File: config.mk
export PLATFORM = sky130hd
export DESIGN_NAME = slc_link_ctrl
export DESIGN_NICKNAME = d
export VERILOG_FILES = /design/src/slc_pkg.sv /design/src/slc_sync.sv /design/src/slc_fifo2.sv /design/src/slc_link_ctrl.sv
export VERILOG_INCLUDE_DIRS = /design/src
export SDC_FILE = /design/constraint.sdc
export NUM_CORES = 1
export LEC_CHECK = 0
export BUFFER_PORTS_ARGS = -buffer_cell sky130_fd_sc_hd__buf_4
export CAP_MARGIN = 5
export CORE_MARGIN = 4
export CORE_UTILIZATION = 36
export CTS_CLUSTER_SIZE = 12
export DETAILED_ROUTE_END_ITERATION = 10
export PLACE_DENSITY_LB_ADDON = 0.15
export SLEW_MARGIN = 15
export SYNTH_ARGS = -nofsm -noshare
export SYNTH_HDL_FRONTEND = slang
export SYNTH_HIERARCHICAL = 1
export SYNTH_SLANG_ARGS = --single-unit
File: constraint.sdc
create_clock -name mclk -period 9.6 [get_ports mclk]
set_input_delay 2.88 -clock mclk [delete_from_list [all_inputs] [get_ports mclk]]
set_output_delay 2.88 -clock mclk [all_outputs]
set_load 0.005 [all_outputs]
File: src/slc_defines.svh
/*
  Constants of the serial link control block: register offsets, field positions,
  reset values, frame layout and timing counts.
  Assumes inclusion by bare name from every file that needs the numbers.
*/
`ifndef SLC_DEFINES_SVH
`define SLC_DEFINES_SVH

// Clock and frame layout
`define SLC_MCLK_MHZ        10
`define SLC_PIX_W           24
`define SLC_BIT_CYC         2
`define SLC_TX_LAST_BIT     5'h19
`define SLC_RX_PRE_STOP     6'h31
`define SLC_RX_STOP_CNT     6'h32
`define SLC_RX_FIRST_DATA   6'h02
`define SLC_RX_LAST_DATA    6'h30

// Register map, byte addresses on a 32-bit bus
`define SLC_CTRL_OFS        4'h0
`define SLC_STAT_OFS        4'h4
`define SLC_RXWORD_OFS      4'h8
`define SLC_CTRL_RST        7'h6a
`define SLC_STAT_TXLOCK     0
`define SLC_STAT_RXLOCK     1
`define SLC_STAT_INRDY      2
`define SLC_STAT_RXSTATE    4

// Payload whitening pattern
`define SLC_SCR_MASK        24'h5a_c396

// Lock and recovered clock timing
`define SLC_TX_LOCK_EDGES   4'h8
`define SLC_TX_TIMEOUT_NS   2000
`define SLC_TX_TIMEOUT_CYC  ((`SLC_TX_TIMEOUT_NS * `SLC_MCLK_MHZ) / 1000)
`define SLC_RX_LOCK_LAST    3'h3
`define SLC_RX_IDLE_NS      20000
`define SLC_RX_IDLE_CYC     ((`SLC_RX_IDLE_NS * `SLC_MCLK_MHZ) / 1000)
`define SLC_RCLK_HALF       5'h8

`endif

File: src/slc_pkg.sv
/*
  Types of the serial link control block: control word, synchronised pin bundle,
  receive framing states and the state record of the main module.
  Assumes slc_defines.svh is on the include path.
*/
`include "slc_defines.svh"

package slc_pkg;

  typedef struct packed {
    logic rx_edge_select;
    logic des_output_enable;
    logic des_powerdown_n;
    logic tx_edge_select;
    logic scramble_off;
    logic ser_output_enable;
    logic ser_powerdown_n;
  } slc_ctrl_s;

  typedef struct packed {
    logic                     rx;
    logic                     pclk;
    logic [`SLC_PIX_W-1:0]    data;
  } slc_async_s;

  // Gray order along hunt, data, stop
  typedef enum logic [1:0] {
    RX_HUNT = 2'h0,
    RX_DATA = 2'h1,
    RX_STOP = 2'h3
  } slc_rx_e;

  typedef struct packed {
    slc_ctrl_s                ctrl;
    logic                     wait_q;
    logic [31:0]              rdata;
    logic                     pclk_d;
    logic [3:0]               tx_edges;
    logic [7:0]               tx_timer;
    logic                     tx_locked;
    logic                     tx_busy;
    logic                     tx_phase;
    logic [4:0]               tx_bit;
    logic [24:0]              tx_sh;
    logic                     ser_out;
    logic                     ser_out_oe_n;
    slc_rx_e                  rx_state;
    logic                     rx_prev;
    logic [5:0]               rx_cnt;
    logic [`SLC_PIX_W-1:0]    rx_sh;
    logic [7:0]               rx_idle;
    logic [2:0]               rx_good;
    logic                     rx_locked;
    logic [`SLC_PIX_W-1:0]    rx_word;
    logic [`SLC_PIX_W-1:0]    des_parallel_out;
    logic                     rclk;
    logic [4:0]               rclk_cnt;
    logic                     des_data_oe_n;
    logic                     lock_out;
    logic                     lock_oe_n;
  } slc_state_s;

endpackage

File: src/slc_sync.sv
/*
  Two-flop synchroniser for a bundle of pins.
  Assumes each bit is a level that may be sampled independently.
*/
`timescale 1ns/100ps

module slc_sync #(
  parameter int W = 1
) (
  input  wire logic         mclk,
  input  wire logic         rst,
  input  wire logic [W-1:0] d,
  output logic      [W-1:0] q
);

  typedef struct packed {
    logic [W-1:0] ff2;
    logic [W-1:0] ff1;
  } slc_sync_s;

  slc_sync_s st;
  slc_sync_s next_st;

  // First stage feeds the second only
  always_comb begin
    next_st     = st;
    next_st.ff1 = d;
    next_st.ff2 = st.ff1;
  end

  always_ff @(posedge mclk) begin
    if (rst) begin
      st <= '0;
    end else begin
      st <= next_st;
    end
  end

  assign q = st.ff2;

endmodule

File: src/slc_fifo2.sv
/*
  Small flop-based FIFO with valid/ready on both sides.
  Assumes a single clock; in_ready is registered and drops when full.
*/
`timescale 1ns/100ps

module slc_fifo2 #(
  parameter int W     = 24,
  parameter int DEPTH = 2
) (
  input  wire logic         mclk,
  input  wire logic         rst,
  input  wire logic         in_valid,
  output logic              in_ready,
  input  wire logic [W-1:0] in_data,
  output logic              out_valid,
  input  wire logic         out_ready,
  output logic      [W-1:0] out_data
);

  localparam int AW = (DEPTH > 1) ? $clog2(DEPTH) : 1;

  typedef struct packed {
    logic [DEPTH-1:0][W-1:0] mem;
    logic [AW-1:0]           wp;
    logic [AW-1:0]           rp;
    logic [AW:0]             cnt;
    logic                    in_ready;
  } slc_fifo_s;

  slc_fifo_s st;
  slc_fifo_s next_st;
  logic      push;
  logic      pop;

  always_comb begin
    next_st = st;
    push    = in_valid & st.in_ready;
    pop     = (st.cnt != '0) & out_ready;
    if (push) begin
      next_st.mem[st.wp] = in_data;
      next_st.wp         = (st.wp == AW'(DEPTH - 1)) ? '0 : st.wp + AW'(1);
    end
    if (pop) begin
      next_st.rp = (st.rp == AW'(DEPTH - 1)) ? '0 : st.rp + AW'(1);
    end
    next_st.cnt      = st.cnt + (AW + 1)'(push) - (AW + 1)'(pop);
    // Full only when every slot is held, so a stalled drain really fills it
    next_st.in_ready = (next_st.cnt != (AW + 1)'(DEPTH));
  end

  always_ff @(posedge mclk) begin
    if (rst) begin
      st          <= '0;
      st.in_ready <= 1'b1;
    end else begin
      st <= next_st;
    end
  end

  assign in_ready  = st.in_ready;
  assign out_valid = (st.cnt != '0);
  assign out_data  = st.mem[st.rp];

endmodule

File: src/slc_link_ctrl.sv
/*
  Serial link control: pixel capture, framed serial transmit with embedded clock,
  receive framing with lock detection, recovered clock and parallel outputs,
  tri-state gating of the serial, data and lock outputs, and an Avalon-MM control/status slave.
  Assumes mclk at 10 MHz, pixel clock and serial input from other domains,
  and the far end sending frames at the same bit rate.
*/
`timescale 1ns/100ps
`include "slc_defines.svh"

module slc_link_ctrl
  import slc_pkg::*;
(
  input  wire logic                  mclk,
  input  wire logic                  rst,
  input  wire logic [3:0]            avs_address,
  input  wire logic                  avs_read,
  input  wire logic                  avs_write,
  input  wire logic [31:0]           avs_writedata,
  input  wire logic [3:0]            avs_byteenable,
  output logic      [31:0]           avs_readdata,
  output logic                       avs_waitrequest,
  input  wire logic                  tx_pixel_clock,
  input  wire logic [`SLC_PIX_W-1:0] ser_din,
  output logic                       ser_in_ready,
  output logic                       ser_out,
  output logic                       ser_out_oe_n,
  input  wire logic                  serial_rx,
  output logic      [`SLC_PIX_W-1:0] des_parallel_out,
  output logic                       rclk_out,
  output logic                       des_data_oe_n,
  output logic                       lock_out,
  output logic                       lock_oe_n
);

  localparam logic [7:0] TX_TIMEOUT = 8'(`SLC_TX_TIMEOUT_CYC);
  localparam logic [7:0] RX_IDLE    = 8'(`SLC_RX_IDLE_CYC);
  localparam int         RCLK_DLY   = `SLC_RCLK_HALF;

  slc_state_s            st;
  slc_state_s            next_st;
  slc_async_s            async_in;
  slc_async_s            async_q;
  logic                  fifo_in_valid;
  logic                  fifo_in_ready;
  logic                  fifo_out_valid;
  logic                  fifo_out_ready;
  logic [`SLC_PIX_W-1:0] fifo_out_data;
  logic                  pix_rise;
  logic                  pix_fall;
  logic                  ser_active;
  logic                  frame_good;
  logic                  frame_bad;
  logic                  new_word;
  logic [`SLC_PIX_W-1:0] rx_dec;
  logic [31:0]           stat;

  assign async_in = '{rx: serial_rx, pclk: tx_pixel_clock, data: ser_din};

  slc_sync #(
    .W ($bits(slc_async_s))
  ) u_sync (
    .mclk (mclk),
    .rst  (rst),
    .d    (async_in),
    .q    (async_q)
  );

  // Two entries absorb a pixel that arrives while a frame is still on the line
  slc_fifo2 #(
    .W     (`SLC_PIX_W),
    .DEPTH (2)
  ) u_fifo (
    .mclk      (mclk),
    .rst       (rst),
    .in_valid  (fifo_in_valid),
    .in_ready  (fifo_in_ready),
    .in_data   (async_q.data),
    .out_valid (fifo_out_valid),
    .out_ready (fifo_out_ready),
    .out_data  (fifo_out_data)
  );

  always_comb begin
    next_st = st;
    stat    = '0;

    // Avalon slave: one wait cycle, then the access completes
    next_st.wait_q = ~((avs_read | avs_write) & st.wait_q);
    stat[`SLC_STAT_TXLOCK]        = st.tx_locked;
    stat[`SLC_STAT_RXLOCK]        = st.rx_locked;
    stat[`SLC_STAT_INRDY]         = fifo_in_ready;
    stat[`SLC_STAT_RXSTATE +: 2]  = st.rx_state;
    if (avs_read & st.wait_q) begin
      case (avs_address)
        `SLC_CTRL_OFS:   next_st.rdata = {25'h0, st.ctrl};
        `SLC_STAT_OFS:   next_st.rdata = stat;
        `SLC_RXWORD_OFS: next_st.rdata = {8'h0, st.rx_word};
        default:         next_st.rdata = 32'h0000_0000;
      endcase
    end
    if (avs_write & ~st.wait_q & avs_byteenable[0] & (avs_address == `SLC_CTRL_OFS)) begin
      next_st.ctrl = slc_ctrl_s'(avs_writedata[6:0]);
    end

    // Pixel clock edges
    next_st.pclk_d = async_q.pclk;
    pix_rise       = async_q.pclk & ~st.pclk_d;
    pix_fall       = ~async_q.pclk & st.pclk_d;
    fifo_in_valid  = (st.ctrl.tx_edge_select ? pix_rise : pix_fall) & st.ctrl.ser_powerdown_n;

    // Transmit lock: a steady run of pixel clock edges, lost on a stall
    if (!st.ctrl.ser_powerdown_n) begin
      next_st.tx_edges  = '0;
      next_st.tx_timer  = '0;
      next_st.tx_locked = 1'b0;
    end else if (pix_rise) begin
      next_st.tx_timer = '0;
      if (st.tx_edges != `SLC_TX_LOCK_EDGES) begin
        next_st.tx_edges = st.tx_edges + 4'h1;
      end else begin
        next_st.tx_locked = 1'b1;
      end
    end else if (st.tx_timer == TX_TIMEOUT) begin
      next_st.tx_edges  = '0;
      next_st.tx_locked = 1'b0;
    end else begin
      next_st.tx_timer = st.tx_timer + 8'h01;
    end

    // Transmit framing: start 1, 24 payload bits LSB first, stop 0
    // Next-cycle enables, so no frame opens in the cycle that the output floats
    ser_active     = next_st.ctrl.ser_powerdown_n & next_st.ctrl.ser_output_enable & next_st.tx_locked;
    fifo_out_ready = ser_active & ~st.tx_busy;
    if (!ser_active) begin
      next_st.tx_busy = 1'b0;
      next_st.ser_out = 1'b0;
    end else if (!st.tx_busy) begin
      if (fifo_out_valid) begin
        next_st.tx_busy  = 1'b1;
        next_st.tx_phase = 1'b0;
        next_st.tx_bit   = '0;
        next_st.ser_out  = 1'b1;
        next_st.tx_sh    = {1'b0, st.ctrl.scramble_off ? fifo_out_data
                                                       : fifo_out_data ^ `SLC_SCR_MASK};
      end
    end else begin
      next_st.tx_phase = ~st.tx_phase;
      if (st.tx_phase) begin
        if (st.tx_bit == `SLC_TX_LAST_BIT) begin
          next_st.tx_busy = 1'b0;
        end else begin
          next_st.ser_out = st.tx_sh[0];
          next_st.tx_sh   = {1'b0, st.tx_sh[24:1]};
          next_st.tx_bit  = st.tx_bit + 5'h01;
        end
      end
    end
    next_st.ser_out_oe_n = ~(next_st.ctrl.ser_powerdown_n & next_st.ctrl.ser_output_enable
                             & next_st.tx_locked);

    // Receive framing: hunt for the clock rise, sample mid-bit
    next_st.rx_prev = async_q.rx;
    frame_good      = 1'b0;
    frame_bad       = 1'b0;
    case (st.rx_state)
      RX_HUNT: begin
        if (async_q.rx & ~st.rx_prev) begin
          next_st.rx_state = RX_DATA;
          next_st.rx_cnt   = '0;
          next_st.rx_idle  = '0;
        end else if (st.rx_idle != RX_IDLE) begin
          next_st.rx_idle = st.rx_idle + 8'h01;
        end
      end
      RX_DATA: begin
        next_st.rx_cnt = st.rx_cnt + 6'h01;
        if ((st.rx_cnt == 6'h00) && !async_q.rx) begin
          next_st.rx_state = RX_HUNT;
        end else begin
          if (!st.rx_cnt[0] && (st.rx_cnt >= `SLC_RX_FIRST_DATA) && (st.rx_cnt <= `SLC_RX_LAST_DATA)) begin
            next_st.rx_sh = {async_q.rx, st.rx_sh[`SLC_PIX_W-1:1]};
          end
          if (st.rx_cnt == `SLC_RX_PRE_STOP) begin
            next_st.rx_state = RX_STOP;
          end
        end
      end
      RX_STOP: begin
        next_st.rx_state = RX_HUNT;
        next_st.rx_idle  = '0;
        frame_good       = ~async_q.rx;
        frame_bad        = async_q.rx;
      end
      default: begin
        next_st.rx_state = RX_HUNT;
      end
    endcase

    // Receive lock: several good stop bits in a row; a bad stop bit or silence drops it
    if (!st.ctrl.des_powerdown_n) begin
      next_st.rx_good   = '0;
      next_st.rx_locked = 1'b0;
      next_st.rx_state  = RX_HUNT;
    end else if (frame_bad || (st.rx_idle == RX_IDLE)) begin
      next_st.rx_good   = '0;
      next_st.rx_locked = 1'b0;
    end else if (frame_good) begin
      if (st.rx_good == `SLC_RX_LOCK_LAST) begin
        next_st.rx_locked = 1'b1;
      end else begin
        next_st.rx_good = st.rx_good + 3'h1;
      end
    end

    // Descramble and present; outputs freeze while unlocked
    rx_dec = st.ctrl.scramble_off ? st.rx_sh : st.rx_sh ^ `SLC_SCR_MASK;
    if (frame_good & st.ctrl.des_powerdown_n) begin
      next_st.rx_word = rx_dec;
    end
    new_word = frame_good & next_st.rx_locked;
    if (new_word) begin
      next_st.des_parallel_out = rx_dec;
      next_st.rclk             = ~st.ctrl.rx_edge_select;
      next_st.rclk_cnt         = `SLC_RCLK_HALF;
    end else if (st.rclk_cnt != '0) begin
      next_st.rclk_cnt = st.rclk_cnt - 5'h01;
      if (st.rclk_cnt == 5'h01) begin
        next_st.rclk = st.ctrl.rx_edge_select;
      end
    end

    // Output gating; lock stays visible with output-enable low
    next_st.des_data_oe_n = ~(next_st.ctrl.des_powerdown_n & next_st.ctrl.des_output_enable
                              & next_st.rx_locked);
    next_st.lock_oe_n     = ~next_st.ctrl.des_powerdown_n;
    next_st.lock_out      = next_st.rx_locked;
  end

  always_ff @(posedge mclk) begin
    if (rst) begin
      st               <= '0;
      st.ctrl          <= `SLC_CTRL_RST;
      st.wait_q        <= 1'b1;
      st.ser_out_oe_n  <= 1'b1;
      st.des_data_oe_n <= 1'b1;
      st.lock_oe_n     <= 1'b1;
    end else begin
      st <= next_st;
    end
  end

  assign avs_readdata     = st.rdata;
  assign avs_waitrequest  = st.wait_q;
  assign ser_in_ready     = fifo_in_ready;
  assign ser_out          = st.ser_out;
  assign ser_out_oe_n     = st.ser_out_oe_n;
  assign des_parallel_out = st.des_parallel_out;
  assign rclk_out         = st.rclk;
  assign des_data_oe_n    = st.des_data_oe_n;
  assign lock_out         = st.lock_out;
  assign lock_oe_n        = st.lock_oe_n;
endmodule

# --- After elaboration in Yosys (flattened, before gate mapping) ---
# Index checks and enable logic that the tools add are counted.
totals:
  register_bits: 294
  inputBits: 70
classes:
  addsub: 11
  n_lt_le_gt_ge: 5
  n_eq_ne: 19
  n_mux: 43
  n_bitwise: 37
  reduce_logical: 34
op_table:
  columns: ["cell", "n"]
  rows:
  - ["24-bit two-way mux", 3]
  - ["24-bit case mux with 3 select lines", 1]
  - ["33-bit two-way mux", 2]
  - ["31-bit two-way mux", 2]
  - ["48-bit bitwise mux", 1]
  - ["23-bit two-way mux", 2]
  - ["24-bit demux with 1-bit select", 1]
  - ["6-bit two-way mux", 4]
  - ["8-bit two-way mux", 3]
  - ["12-bit inverter", 2]
  - ["1-bit AND", 18]
  - ["8-bit by 1-bit adder with 8-bit output, second input constant", 2]
  - ["1-bit inverter", 16]
  - ["8-bit case mux with 2 select lines", 1]
  - ["1-bit two-way mux", 15]
  - ["2-bit AND reduction", 7]
  - ["2-bit nonzero test", 7]
  - ["13-bit two-way mux", 1]
  - ["6-bit case mux with 2 select lines", 1]
  - ["8-bit by 5-bit == test with 1-bit output, second input constant", 1]
  - ["8-bit == test, second input constant", 1]
  - ["4-bit two-way mux", 2]
  - ["2-bit != test, second input constant", 4]
  - ["8-bit != test, second input constant", 1]
  - ["37 further kinds", 51]

# --- Longest topological paths before layout ---
logic_depth:
  depth_word: 11
  depth_mapped: 12

# --- Modules after synthesis ---
# The synthesis kept the hierarchy.
modules_own_cells:
  columns: ["module", "instances", "cells_per_inst", "area_each_um2", "seq_area_each_um2"]
  rows:
  - ["slc_link_ctrl", 1, 931, 8195.4, 3603.5]
  - ["slc_fifo2", 1, 260, 2148.3, 1061.0]
  - ["slc_sync", 1, 109, 1391.3, 1041.0]

# --- Worst setup path before layout ---
# No wires, ideal clock.
synth_path:
  kind: "input to register"
  start: "in avs_address[2]"
  end: "reg, netlist name u_fifo/in_ready"
  t_arrival_ns: 5.125
  slack_ns: 4.361
  path_stages: 11
  n_path_buf: 1
  cell_sequence: "buf_2 -> nor3b_2 -> and4_1 -> o221ai_2 -> nor2_1 -> o21ai_1 -> xnor2_1 -> ha_1 -> xor2_1 -> or4_1 -> a21o_1"
synth_between:
  elab_chain_len: 9
synth_lines:
  columns: ["item", "line_no", "text"]
  rows:
  - ["start, declared", "slc_link_ctrl.sv:16", "input wire logic [3:0] avs_address,"]
  - ["4-bit zero test", null, null]
  - ["1-bit AND", "slc_link_ctrl.sv:102", "if (avs_write & ~st.wait_q & avs_byteenable[0] & (avs_address == `SLC_CTRL_OFS)) begin"]
  - ["6-bit two-way mux", "slc_link_ctrl.sv:102", null]
  - ["1-bit AND (2 in series)", "slc_link_ctrl.sv:133", "ser_active = next_st.ctrl.ser_powerdown_n & next_st.ctrl.ser_output_enable & next_st.tx_locked;"]
  - ["1-bit AND", "slc_link_ctrl.sv:134", "fifo_out_ready = ser_active & ~st.tx_busy;"]
  - ["net fifo_out_ready", "slc_link_ctrl.sv:47", "logic fifo_out_ready;"]
  - ["1-bit AND", "slc_fifo2.sv:39", "pop = (st.cnt != '0) & out_ready;"]
  - ["2-bit by 1-bit subtractor with 2-bit output", "slc_fifo2.sv:47", "next_st.cnt = st.cnt + (AW + 1)'(push) - (AW + 1)'(pop);"]
  - ["2-bit != test", "slc_fifo2.sv:49", "next_st.in_ready = (next_st.cnt != (AW + 1)'(DEPTH));"]
# The timed path passes the listed nets, and every way through them passes these cells.
# A chain may end at the register's enable or synchronous reset.

# --- Worst setup path in the final report ---
layout_path:
  start: "in avs_address[3]"
  end: "reg, netlist name u_fifo/in_ready"
layout_between:
  elab_chain_len: 9
layout_lines:
  columns: ["item", "line_no"]
  rows:
  - ["4-bit zero test", null]
  - ["1-bit AND", "slc_link_ctrl.sv:102"]
  - ["6-bit two-way mux", "slc_link_ctrl.sv:102"]
  - ["1-bit AND (2 in series)", "slc_link_ctrl.sv:133"]
  - ["1-bit AND", "slc_link_ctrl.sv:134"]
  - ["net fifo_out_ready", "slc_link_ctrl.sv:47"]
  - ["1-bit AND", "slc_fifo2.sv:39"]
  - ["2-bit by 1-bit subtractor with 2-bit output", "slc_fifo2.sv:47"]
  - ["2-bit != test", "slc_fifo2.sv:49"]
# The timed path passes the listed nets, and every way through them passes these cells.

==> impl_metrics.json <==
{
  "outcome": "finished, final reports clean",
  "synth_cell_types": 60,
  "clock.fmax_mhz": 194,
  "start_util": 0.368,
  "postCtsHoldBufs": 0,
  "power_switching_mw": 0.556,
  "finalSetupViolCount": 0,
  "cts_resized": 0,
  "grt_max_degree": 118,
  "grt_setup_unrepaired": "no",
  "antenna_found_initial": 0,
  "wirelength_mm": 25.1,
  "wl_per_cell_um": 14.1,
  "synth_area_leaders": "dfxtp_1 49%, nand2_1 7.2%, a21oi_1 6.1%, buf_4 3.6%, nor2_1 3.2%",
  "cts_made_buffers": 34,
  "synth_cells": 1300,
  "syn-cell-area_um2": 11700,
  "clkTransAtPathRegs_ns": 0.06,
  "cts-root-buf": "clkbuf_16",
  "setup_tns_ns": 0,
  "core-area_um2": 31900,
  "r2r_start": "st[137]",
  "crit_arrival_ns": 5.53,
  "hold_path_depth": 1,
  "p_comb_frac": 0.045,
  "vias": 8483,
  "crit_fanout": 10,
  "internal_power_mw": 2.02,
  "fin_crit_sh": 0.536,
  "yosysWarningCount": 6,
  "global_route.overflow_total": 0,
  "max_stage_delay_ns": 0.53,
  "port-buffer-count": 97,
  "num-fill-cells": 3248,
  "clock_skew_ns": 0.0191,
  "vdd.ir_drop.worst_mv": 0.109,
  "grt_usage": 0.139,
  "crit_required_ns": 9.99,
  "synthArstFlopShare": 0,
  "std_cell_rows": 65,
  "worstPathCellList": "buf_4 > nor4b_4 > a21oi_1 > o221ai_2 > nor2_1 > o21ai_1 > xnor2_1 > ha_1 > xor2_1 > or4_1 > a21o_1",
  "hold_end": "u_sync/q[10]",
  "drv_cap": 0,
  "ys.flop_type": "dfxtp_1",
  "power_density_nw_per_um2": 191,
  "die_h_um": 189,
  "synthTopCellsByCount": "285 x dfxtp_1, 225 x nand2_1, 142 x a21oi_1",
  "num-nets-final": 1413,
  "synth_top_area_cell": "dfxtp_1",
  "syn_to_final_growth_pct": 15.0,
  "cts_setup_buffers": 0,
  "tightest_slew_ns": 1.12,
  "place.gp.congestion": 0.748,
  "syn_avg_cell_area_um2": 9.03,
  "avgViaCountPerCell": 4.77,
  "cp_slowest_cell": "nor4b_4",
  "p_clk_frac": 0.481,
  "synth_enable_flop_cells": 0,
  "fp.dieArea_um2": 35500,
  "grt_first_pass_wirelength_mm": 42.3,
  "p_total_mw": 2.57,
  "worstReg2RegEnd": "u_fifo/in_ready",
  "post-synth-top-count-cell": "dfxtp_1",
  "cp-end-kind": "register",
  "holdWs_ns": 0.430,
  "ant_nets": 0,
  "grt_pass1_vias": 8204,
  "synth_seq_area_share": 0.486,
  "hpwl_mm": 15.6,
  "p_sw_frac": 0.216,
  "period_needed_ns": 5.14,
  "synth_top_area_share": 0.486,
  "hold_viol_final": 0,
  "worstRegToRegCells": 12,
  "diodes": 0,
  "ys_ff_latch": 285,
  "cts_tree": "done",
  "slew_violations": 0,
  "drive_above_1_share": 0.159,
  "start_kind": "input pin",
  "cts-htree-levels": 2,
  "crit_type": "in -> reg",
  "clk_path_buf_depth": 3,
  "worstHoldStart": "u_sync/next_st[36]",
  "final_area_um2": 13500,
  "placed_cell_area_um2": 12400,
  "first_pass_iters": 5,
  "ff2ff_setup_slack_ns": 6.32,
  "drcViolationCount": 0,
  "clock_latency_ns": 0.50,
  "clkSinkCount": 285,
  "hold_class": "reg -> reg",
  "drt-initial-drc-count": 389,
  "max_slew_margin": 0.254,
  "io_pins": 134,
  "p_leak_nw": 5.05,
  "power_frac_seq": 0.474,
  "dieWidth_um": 189
}
[flip-flops by register name (all words and copies together) (netlist names), 24 cells and up]
signal	flops
u_fifo/st	52
des_parallel_out	24
u_sync/q	26
u_sync/next_st	26
st	125
avs_readdata	24
[layer usage]
| layer | GRT usage | up-vias | wire length, um |
|---|---|---|---|
| li1 | - | 4401 | - |
| met1 | 0.195 | 3897 | 12500 |
| met2 | 0.223 | 145 | 11100 |
| met3 | 0.0232 | 40 | 1070 |
| met4 | 0.0348 | 0 | 481 |
| met5 | 0 | - | 0 |
[power by group through the flow]
stage	sequential, mW	clock (mW)	combinational, mW
after detailed placement	1.24	0	0.116
final	1.22	1.24	0.115
after global routing	1.22	1.33	0.132
after global placement	1.24	0	0.116
after CTS	1.22	1.28	0.117
after floorplan	1.24	0	0.0869
[layout make-up]
cell class | count | area [um^2] | share of cell area
clock buffer | 52 | 1030 | 0.0763
clock inverter | 5 | 56.3 | 0.00417
inverter | 19 | 71.3 | 0.00529
multi-input combinational | 869 | 5230 | 0.388
sequential | 285 | 5710 | 0.423
tap | 435 | 544 | 0.0403
timing repair buffer | 113 | 856 | 0.0634
[kinds of logic after synthesis]
logic type	Yosys count	share of synthesized area
buffers and inverters	153	0.0728
xor gates and xnor gates	46	0.0343
muxes	62	0.0557
and+or+nand+nor	474	0.187
other	1	0.000320
adders and majority gates	21	0.0224
AOI/OAI and AO/OA	258	0.141
DFF	285	0.486
[worst max-delay path: cells and delay by family]
family / cells / cell delay [ns]
AOI/OAI and AO/OA: 4 / 1.00
buffers and inverters: 1 / 0.16
xor gates and xnor gates: 2 / 0.27
adders and majority gates: 1 / 0.20
and+or+nand+nor: 3 / 1.02
[per-stage QoR]
step,utilization,setup slack [ns],std cells
2_1_floorplan,-,4.36,1307
3_3_place_gp,0.389,3.96,1720
3_5_place_dp,0.389,3.95,1720
4_1_cts,0.423,4.48,1777
5_1_grt,0.423,4.31,1778
6_report,0.423,4.46,1778
[how the worst max path moves through the flow]
stage	startpoint	endpoint	slack (ns)	depth (start not counted)
2_1_floorplan	avs_address[2]	u_fifo/in_ready	4.36	11
3_3_place_gp	avs_address[3]	u_fifo/in_ready	3.96	11
3_5_place_dp	avs_address[3]	u_fifo/in_ready	3.95	11
4_1_cts	avs_address[3]	u_fifo/in_ready	4.48	11
5_1_grt	avs_address[3]	u_fifo/in_ready	4.31	11
6_report	avs_address[3]	u_fifo/in_ready	4.46	11
[placed cells by master, fill, tap and decap left out, drive strengths merged, types with 7 or more instances in the layout]
cell type	netlist	final
nand2b	7	7
mux2i	36	36
nor2	101	101
a22oi	47	47
xor2	15	15
a311oi	24	24
nand2	225	225
o21ai	19	19
nand4	9	9
nor2b	59	59
conb	1	8
clkbuf	54	52
mux2	26	26
nand3	22	22
xnor2	31	31
inv	18	19
a21oi	142	142
buf	80	113
dfxtp	285	285
ha	21	21
No activity file was read; power rests on OpenSTA's default activity.
